<file path="config.mk">
export PLATFORM = sky130hd
export DESIGN_NAME = asramc_ctrl
export DESIGN_NICKNAME = d
export VERILOG_FILES = /design/src/rtl/asramc_pkg.sv /design/src/rtl/asramc_tmr_if.sv /design/src/rtl/asramc_ctrl.sv /design/src/rtl/asramc_timer.sv /design/src/rtl/asramc_sync.sv
export SDC_FILE = /design/constraint.sdc
export NUM_CORES = 1
export LEC_CHECK = 0
export BUFFER_PORTS_ARGS = -buffer_cell sky130_fd_sc_hd__buf_2
export CORE_ASPECT_RATIO = 0.6
export CORE_UTILIZATION = 45
export CTS_BUF_LIST = sky130_fd_sc_hd__clkbuf_8
export DETAILED_ROUTE_END_ITERATION = 8
export PLACE_DENSITY = 0.75
export RECOVER_POWER = 25
export SLEW_MARGIN = 15
export SYNTH_ARGS = -nofsm -noshare
export SYNTH_HDL_FRONTEND = slang
export SYNTH_SLANG_ARGS = --single-unit
</file>
<file path="constraint.sdc">
create_clock -name clk -period 2.1 [get_ports clk]
set_input_delay 0.21 -clock clk [delete_from_list [all_inputs] [get_ports clk]]
set_output_delay 0.21 -clock clk [all_outputs]
set_load 0.02 [all_outputs]
</file>
<file path="src/rtl/asramc_pkg.sv">
// Package of timing constants and types for the asynchronous SRAM controller
package asramc_pkg;
    localparam int ADDR_W = 11;
    localparam int DATA_W = 8;
    localparam int CLK_PERIOD_NS = 10;
    // Grade selection: 0 = fastest, 1 = middle, 2 = slowest
    localparam int GRADE_W = 2;
    // Read timing per grade, ns
    localparam int T_RC_NS [3] = '{100, 120, 150};
    localparam int T_AA_NS [3] = '{100, 120, 150};
    localparam int T_OE_NS [3] = '{35, 50, 55};
    localparam int T_OHZ_NS [3] = '{35, 35, 50};
    localparam int T_CHZ_NS [3] = '{40, 40, 55};
    localparam int T_PD_NS [3] = '{50, 60, 60};
    // Write timing per grade, ns
    localparam int T_WC_NS [3] = '{100, 120, 150};
    localparam int T_EW_NS [3] = '{80, 100, 120};
    localparam int T_WP_NS [3] = '{70, 85, 100};
    localparam int T_DS_NS [3] = '{40, 50, 60};
    localparam int T_WHZ_NS [3] = '{30, 35, 50};
    localparam int T_AS_NS = 10;
    localparam int T_DH_NS = 5;
    localparam int T_WR_NS = 0;
    localparam int CNT_W = 5;
    // Minimum times round up to whole cycles, never below one
    function automatic logic [CNT_W-1:0] min_cyc(input int ns);
        int c;
        c = (ns + CLK_PERIOD_NS - 1) / CLK_PERIOD_NS;
        if (c < 1) begin
            c = 1;
        end
        return CNT_W'(c);
    endfunction
    typedef enum logic [2:0] {
        ASRAMC_IDLE,
        ASRAMC_RD_SETUP,
        ASRAMC_RD_WAIT,
        ASRAMC_RD_END,
        ASRAMC_WR_SETUP,
        ASRAMC_WR_PULSE,
        ASRAMC_WR_HOLD,
        ASRAMC_RECOVER
    } asramc_state_t;
endpackage

</file>
<file path="src/rtl/asramc_tmr_if.sv">
// Interface carrying the load and expiry of the shared phase timer
interface asramc_tmr_if;
    logic load;
    logic [asramc_pkg::CNT_W-1:0] count;
    logic done;
    modport ctrl (output load, output count, input done);
    modport tmr (input load, input count, output done);
endinterface

</file>
<file path="src/rtl/asramc_ctrl.sv">
// Controller that runs read and write cycles on a 2048 x 8 static memory
// Overview of operation
// - Hold each read address at least the read cycle time.
// - Allow at least write cycle time between write addresses.
// - Hold select low at least select-to-end-of-write time.
// - Address stable at least 10 ns before write falls.
// - Keep select and write overlap at least the pulse width.
// - Hold write address at least 0 ns after write ends.
// - Data valid setup time before write end, 5 ns hold after.
// - Hold write data 5 ns after write or select rises.
// - Write enable stays high whenever an address line changes.
// - Never drive opposite data while memory may still drive.
module asramc_ctrl #(
    parameter int ADDR_W = asramc_pkg::ADDR_W,
    parameter int DATA_W = asramc_pkg::DATA_W,
    parameter int GRADE = 0
) (
    input wire logic clk,
    input wire logic rst_n,
    input wire logic req_valid,
    input wire logic req_write,
    input wire logic [ADDR_W-1:0] req_addr,
    input wire logic [DATA_W-1:0] req_wdata,
    output logic req_ready,
    output logic rsp_valid,
    output logic [DATA_W-1:0] rsp_rdata,
    output logic [ADDR_W-1:0] mem_addr,
    output logic mem_cs_n,
    output logic mem_oe_n,
    output logic mem_we_n,
    output logic [DATA_W-1:0] dq_out,
    output logic dq_oe,
    input wire logic [DATA_W-1:0] dq_in
);
    // Phase lengths in cycles for the chosen grade
    localparam logic [asramc_pkg::CNT_W-1:0] C_AS =
        asramc_pkg::min_cyc(asramc_pkg::T_AS_NS);
    localparam logic [asramc_pkg::CNT_W-1:0] C_WP =
        asramc_pkg::min_cyc(asramc_pkg::T_WP_NS[GRADE]);
    localparam logic [asramc_pkg::CNT_W-1:0] C_EW =
        asramc_pkg::min_cyc(asramc_pkg::T_EW_NS[GRADE]);
    localparam logic [asramc_pkg::CNT_W-1:0] C_DS =
        asramc_pkg::min_cyc(asramc_pkg::T_DS_NS[GRADE]);
    localparam logic [asramc_pkg::CNT_W-1:0] C_DH =
        asramc_pkg::min_cyc(asramc_pkg::T_DH_NS);
    localparam logic [asramc_pkg::CNT_W-1:0] C_WC =
        asramc_pkg::min_cyc(asramc_pkg::T_WC_NS[GRADE]);
    localparam logic [asramc_pkg::CNT_W-1:0] C_RC =
        asramc_pkg::min_cyc(asramc_pkg::T_RC_NS[GRADE]);
    localparam logic [asramc_pkg::CNT_W-1:0] C_AA =
        asramc_pkg::min_cyc(asramc_pkg::T_AA_NS[GRADE]);
    localparam logic [asramc_pkg::CNT_W-1:0] C_OE =
        asramc_pkg::min_cyc(asramc_pkg::T_OE_NS[GRADE]);
    localparam logic [asramc_pkg::CNT_W-1:0] C_CHZ =
        asramc_pkg::min_cyc(asramc_pkg::T_CHZ_NS[GRADE]);
    localparam logic [asramc_pkg::CNT_W-1:0] C_OHZ =
        asramc_pkg::min_cyc(asramc_pkg::T_OHZ_NS[GRADE]);
    localparam logic [asramc_pkg::CNT_W-1:0] C_WHZ =
        asramc_pkg::min_cyc(asramc_pkg::T_WHZ_NS[GRADE]);
    // Two synchroniser cycles plus one for data landing on the edge
    localparam logic [asramc_pkg::CNT_W-1:0] C_SYNC = 5'h03;
    // Wait for access: longer of address and enable access
    localparam logic [asramc_pkg::CNT_W-1:0] C_ACC_RAW =
        (C_AA > C_OE) ? C_AA : C_OE;
    localparam logic [asramc_pkg::CNT_W-1:0] C_ACC = C_ACC_RAW + C_SYNC;
    // Write pulse covers pulse width, select-to-end and data setup
    localparam logic [asramc_pkg::CNT_W-1:0] C_PW0 =
        (C_WP > C_EW) ? C_WP : C_EW;
    localparam logic [asramc_pkg::CNT_W-1:0] C_PULSE =
        (C_PW0 > C_DS) ? C_PW0 : C_DS;
    // Float time before the next cycle may drive the bus
    localparam logic [asramc_pkg::CNT_W-1:0] C_FLT0 =
        (C_CHZ > C_OHZ) ? C_CHZ : C_OHZ;
    localparam logic [asramc_pkg::CNT_W-1:0] C_FLOAT =
        (C_FLT0 > C_WHZ) ? C_FLT0 : C_WHZ;

    asramc_pkg::asramc_state_t state_q;
    logic [DATA_W-1:0] dq_sync;
    logic [asramc_pkg::CNT_W-1:0] elapsed_q;
    logic accept;

    asramc_tmr_if tif ();

    asramc_timer u_timer (
        .clk(clk),
        .rst_n(rst_n),
        .t(tif)
    );

    // Data lines from the pins pass two flops before use
    asramc_sync #(
        .W(DATA_W)
    ) u_sync (
        .clk(clk),
        .rst_n(rst_n),
        .d(dq_in),
        .q(dq_sync)
    );

    assign accept = req_valid && req_ready;

    // Cycles since the address was last changed, for the cycle-time floor
    always_ff @(posedge clk or negedge rst_n) begin
        if (!rst_n) begin
            elapsed_q <= '1;
        end else if (accept) begin
            elapsed_q <= '0;
        end else if (elapsed_q != '1) begin
            elapsed_q <= elapsed_q + 1'b1;
        end
    end

    // Sequencer and phase timer load
    always_comb begin
        tif.load = 1'b0;
        tif.count = '0;
        case (state_q)
            asramc_pkg::ASRAMC_IDLE: begin
                if (accept) begin
                    tif.load = 1'b1;
                    tif.count = req_write ? C_AS : C_ACC;
                end
            end
            asramc_pkg::ASRAMC_WR_SETUP: begin
                if (tif.done) begin
                    tif.load = 1'b1;
                    tif.count = C_PULSE;
                end
            end
            asramc_pkg::ASRAMC_WR_PULSE: begin
                if (tif.done) begin
                    tif.load = 1'b1;
                    tif.count = C_DH;
                end
            end
            asramc_pkg::ASRAMC_RD_WAIT: begin
                if (tif.done) begin
                    tif.load = 1'b1;
                    tif.count = C_FLOAT;
                end
            end
            asramc_pkg::ASRAMC_WR_HOLD: begin
                if (tif.done) begin
                    tif.load = 1'b1;
                    tif.count = C_FLOAT;
                end
            end
            default: begin
            end
        endcase
    end

    always_ff @(posedge clk or negedge rst_n) begin
        if (!rst_n) begin
            state_q <= asramc_pkg::ASRAMC_IDLE;
        end else begin
            case (state_q)
                asramc_pkg::ASRAMC_IDLE: begin
                    if (accept && req_write) begin
                        state_q <= asramc_pkg::ASRAMC_WR_SETUP;
                    end else if (accept) begin
                        state_q <= asramc_pkg::ASRAMC_RD_WAIT;
                    end
                end
                asramc_pkg::ASRAMC_WR_SETUP: begin
                    if (tif.done) begin
                        state_q <= asramc_pkg::ASRAMC_WR_PULSE;
                    end
                end
                asramc_pkg::ASRAMC_WR_PULSE: begin
                    if (tif.done) begin
                        state_q <= asramc_pkg::ASRAMC_WR_HOLD;
                    end
                end
                asramc_pkg::ASRAMC_WR_HOLD: begin
                    if (tif.done) begin
                        state_q <= asramc_pkg::ASRAMC_RECOVER;
                    end
                end
                asramc_pkg::ASRAMC_RD_WAIT: begin
                    if (tif.done) begin
                        state_q <= asramc_pkg::ASRAMC_RECOVER;
                    end
                end
                asramc_pkg::ASRAMC_RECOVER: begin
                    // Bus must float and the cycle time must pass
                    if (tif.done && elapsed_q >= C_RC &&
                        elapsed_q >= C_WC) begin
                        state_q <= asramc_pkg::ASRAMC_IDLE;
                    end
                end
                default: begin
                    state_q <= asramc_pkg::ASRAMC_IDLE;
                end
            endcase
        end
    end

    // Request port handshake and read return
    always_ff @(posedge clk or negedge rst_n) begin
        if (!rst_n) begin
            req_ready <= 1'b0;
        end else begin
            req_ready <= (state_q == asramc_pkg::ASRAMC_IDLE) && !accept;
        end
    end

    always_ff @(posedge clk or negedge rst_n) begin
        if (!rst_n) begin
            rsp_valid <= 1'b0;
            rsp_rdata <= '0;
        end else begin
            rsp_valid <= 1'b0;
            if (state_q == asramc_pkg::ASRAMC_RD_WAIT && tif.done) begin
                rsp_valid <= 1'b1;
                rsp_rdata <= dq_sync;
            end
        end
    end

    // Address changes only when accepted, with write enable high
    always_ff @(posedge clk or negedge rst_n) begin
        if (!rst_n) begin
            mem_addr <= '0;
        end else if (accept) begin
            mem_addr <= req_addr;
        end
    end

    // Memory control strobes
    always_ff @(posedge clk or negedge rst_n) begin
        if (!rst_n) begin
            mem_cs_n <= 1'b1;
            mem_oe_n <= 1'b1;
            mem_we_n <= 1'b1;
        end else begin
            mem_cs_n <= 1'b1;
            mem_oe_n <= 1'b1;
            mem_we_n <= 1'b1;
            case (state_q)
                asramc_pkg::ASRAMC_IDLE: begin
                    if (accept && !req_write) begin
                        mem_cs_n <= 1'b0;
                        mem_oe_n <= 1'b0;
                    end else if (accept) begin
                        mem_cs_n <= 1'b0;
                    end
                end
                asramc_pkg::ASRAMC_RD_WAIT: begin
                    mem_cs_n <= tif.done;
                    mem_oe_n <= tif.done;
                end
                asramc_pkg::ASRAMC_WR_SETUP: begin
                    mem_cs_n <= 1'b0;
                    mem_we_n <= !tif.done;
                end
                asramc_pkg::ASRAMC_WR_PULSE: begin
                    // Write enable rises first; select follows in hold
                    mem_cs_n <= 1'b0;
                    mem_we_n <= tif.done;
                end
                asramc_pkg::ASRAMC_WR_HOLD: begin
                    mem_cs_n <= tif.done;
                end
                default: begin
                end
            endcase
        end
    end

    // Write data driven only with output enable high and after float
    always_ff @(posedge clk or negedge rst_n) begin
        if (!rst_n) begin
            dq_out <= '0;
            dq_oe <= 1'b0;
        end else begin
            if (accept && req_write) begin
                dq_out <= req_wdata;
            end
            if (state_q == asramc_pkg::ASRAMC_IDLE) begin
                dq_oe <= accept && req_write;
            end else if (state_q == asramc_pkg::ASRAMC_WR_HOLD &&
                         tif.done) begin
                dq_oe <= 1'b0;
            end
        end
    end
endmodule // asramc_ctrl

</file>
<file path="src/rtl/asramc_timer.sv">
// Down counter that times each phase of a memory cycle
module asramc_timer (
    input wire logic clk,
    input wire logic rst_n,
    asramc_tmr_if.tmr t
);
    logic [asramc_pkg::CNT_W-1:0] cnt_q;

    always_ff @(posedge clk or negedge rst_n) begin
        if (!rst_n) begin
            cnt_q <= '0;
        end else if (t.load) begin
            cnt_q <= t.count;
        end else if (cnt_q != '0) begin
            cnt_q <= cnt_q - 1'b1;
        end
    end

    // Done in the last cycle of a phase; load depends on done, so done
    // must not look back at load or the pair forms a loop
    assign t.done = cnt_q <= asramc_pkg::CNT_W'(1);
endmodule // asramc_timer

</file>
<file path="src/rtl/asramc_sync.sv">
// Two-flop synchroniser for the data lines read back from the memory
module asramc_sync #(
    parameter int W = 8
) (
    input wire logic clk,
    input wire logic rst_n,
    input wire logic [W-1:0] d,
    output logic [W-1:0] q
);
    logic [W-1:0] meta_q;

    always_ff @(posedge clk or negedge rst_n) begin
        if (!rst_n) begin
            meta_q <= '0;
            q <= '0;
        end else begin
            meta_q <= d;
            q <= meta_q;
        end
    end
endmodule // asramc_sync

</file>
==> results.md <==
- Type of origin of the critical path: flop
- Via Count: around 1,800
- Mean Syn Cell Area: 12.1 um2
- Worst-skew pair later-pin latency: 0.34 ns
- Max Fanout on Critical Path: 6
- Max cap viols: 0
- Antenna diodes: 0
- F_max: between 500 and 600 MHz
- Asr flop ratio synth: 100%
- Residual DRC: 0
- Power density over the cells: ~1600 nW/um2
- Synthesized instance count: 210
- H-tree depth: 3
- Worst vdd ir: 0.885 mV
- Ports: 64
- GPL Wtd Cong: about 0.84
- Hold Vio Cnt, Final: 0
- PortBufs: 63
- Number of global-route vias before repair: 1,741
- Post-placement cell count: 339
- RSZ-0062 raised after global routing: no
- Commonest non-fill, non-tap cells in the layout: buf_2, dfrtp_1, nand2_1
- Flop pwr share: a little under two fifths
- CTS root buffer: clkbuf_8
- Skew final: between 0.006 and 0.007 ns
- Worst Hold Path Cells: 3
- Clk buf depth: 2
- WL/cell: about 14 um
- Clock sinks: 62
- Worst Path Arrival: about 2.2 ns
- Synthesized cell area: around 2500 um2
- Clock share of power: 24.1%
- Die span in x: just under 100 um
- Status: complete, no violations
- Commonest non-fill, non-tap cell in the layout: buf_2
- Register bit total from synthesis: slightly above 60
- TritonCTS Buffers: 9
- Grt ovf: 0
- Data required, critical path: about 2.3 ns
- Synth-to-layout area growth: 29.8%
- Worst-Margin Slew: around 1.3 ns
- Layout Nets: 330
- Global Route Usage Sum: between 10% and 20%
- Hold slack: 0.0530 ns
- CP endpoint kind: flop
- Row Count: 20
- Psw: 1.93 mW
- Final Max Slew Viols: 0
- DIE AREA: 5970 um2
- CTS tree: yes
- Tmin final: roughly 1.9 ns
- Static Leakage: between 1.5 and 2 nW
- Clock-pin slew on the worst setup and hold paths: 0.07 ns
- Drt total wl: roughly 5200 um
- Die Ht: 60.2 um
- Initial Utilization: 48.4%
- Slowest CP cell: dfrtp_1
- Setup TNS: 0 ns
- Register area share after synthesis: around 60%
- Library cells used by synthesis: 45
- Net Sw Frac: between 30% and 40%
- Delay of the slowest critical-path stage: between 0.4 and 0.5 ns
- DR iter-0 viols: 84
- Dpl hpwl: about 3400 um
- CP cell instances: inv_1 > ha_1 > o21bai_2 > nand2_1 > o21ai_0 > mux2_2
- R2R setup slack: between 0.15 and 0.2 ns
- Vias/cell: between 5 and 6
- Crit Path Class: flop to flop
- Synth Net Count: 247
- Initial antenna violation count: 0
- Slew margin rel.: around 13%
- Final ANT Viol Nets: 0
- Final worst-path cycle share: 92.0%
- Synth warnings: 0
- HP Class: input port to flop
- Largest net degree at the start of global routing: 63
- Post-Layout Cell Count: 364
- P_int: around 3.4 mW
- Core area: around 5300 um2
- Worst r2r path cells: 6
- Number of flops mapped to enable cells by yosys: 0
- Layout cell share with drive strength beyond 1: 39.6%
- Synth Flop Type: dfrtp_1
- DRT Pass-1 Iters: 4
- Combinational Power Share: 38.0%
- Final core utilization: between 60% and 70%
- First-pass GRT wire length: 8340 um
- Final setup fails: 0
cell families (layout without fill, tap and decap cells):
group	count (synthesis)	after routing	share of synthesized area (%)
DFF	62	62	61.4
xor gates and xnor gates	7	7	2.41
buffers and inverters	13	101	2.21
muxes	18	18	9.10
AOI/OAI and AO/OA	26	26	7.18
adders and majority gates	6	6	2.95
and+or+nand+nor	78	78	14.8
Yosys cell counts (all sizes together), types with 2 or more instances:
master / instances / area share, %
o211a: 2 / 0.79
nand2: 41 / 6.1
nand3: 2 / 0.59
o21ai: 4 / 0.79
o21a: 2 / 0.59
xor2: 5 / 1.7
nor3: 8 / 2.0
and3: 2 / 0.54
and2: 3 / 0.74
nor2b: 2 / 0.49
inv: 5 / 0.74
clkbuf: 6 / 0.89
nor2: 11 / 1.6
buf: 2 / 0.59
dfrtp: 54 / 53
ha: 6 / 3.0
a21oi: 6 / 1.2
or3: 3 / 0.74
xnor2: 2 / 0.69
dfstp: 8 / 8.3
mux2: 17 / 8.7
flip-flops by register name, summed over array words and instances (netlist names), 3 cells and up:
signal	flops
rsp_rdata	8
mem_addr	11
dq_out	8
elapsed_q	5
u_sync.meta_q	8
state_q	3
u_sync.q	8
u_timer.cnt_q	5
power by group through the flow:
stage	Combinational, mW	Clock (mW)	Sequential, mW
2_1_floorplan	1.04	0	2.32
3_3_place_gp	1.95	0	1.99
3_5_place_dp	2.00	0	2.00
4_1_cts	2.02	1.30	2.01
5_1_grt	2.20	1.35	2.06
6_report	2.01	1.28	2.01
routing by layer:
layer	track usage [%]	routed length, um	vias up
met3	8.07	414	9
li1	-	-	879
met1	25.6	2440	863
met5	0	0	-
met4	6.93	59	0
met2	29.0	2270	72
what timing repair did:
action                     in CTS  in global routing
gates resized for setup         0                  1
hold endpoints to repair       62                  0
setup endpoints to repair       0                  7
buffers inserted                0                  0
hold buffers                    9                  0
layout make-up:
class,instances,area (um2)
fill,418,1950
timing repair buffer,80,463
tap,66,82.6
inverter,5,18.8
multi-input combinational,135,931
clock inverter,7,121
sequential,62,1560
clock buffer,9,124
through the flow:
step	setup WS [ns]	instance area [um2]	power, mW
5_1_grt	0.0869	3300	5.61
6_report	0.168	3300	5.30
3_5_place_dp	0.0662	2980	4.00
2_1_floorplan	0.328	2540	3.36
4_1_cts	0.0474	3310	5.33
3_3_place_gp	0.163	2980	3.95
final timing paths:
kind | endpoint | startpoint
setup / recovery | state_q[0] | u_timer.cnt_q[1]
hold / removal | mem_addr[3] | req_addr[3]
setup reg to reg | state_q[0] | u_timer.cnt_q[1]
hold reg to reg | u_sync.q[3] | u_sync.meta_q[3]
max in group asynchronous | state_q[1] | rst_n
min in group asynchronous | u_sync.meta_q[7] | rst_n
critical path, delay by kind of cell, from the launching register on:
kind,cells,cell delay (ns)
AO/OA/AOI/OAI,2,0.55
multiplexers,1,0.38
flip-flops,1,0.43
AND/OR/NAND/NOR,1,0.19
buffers and inverters,1,0.11
adder cells (fa/ha/maj),1,0.14
Note: power is estimated with default switching activity, not from simulation.
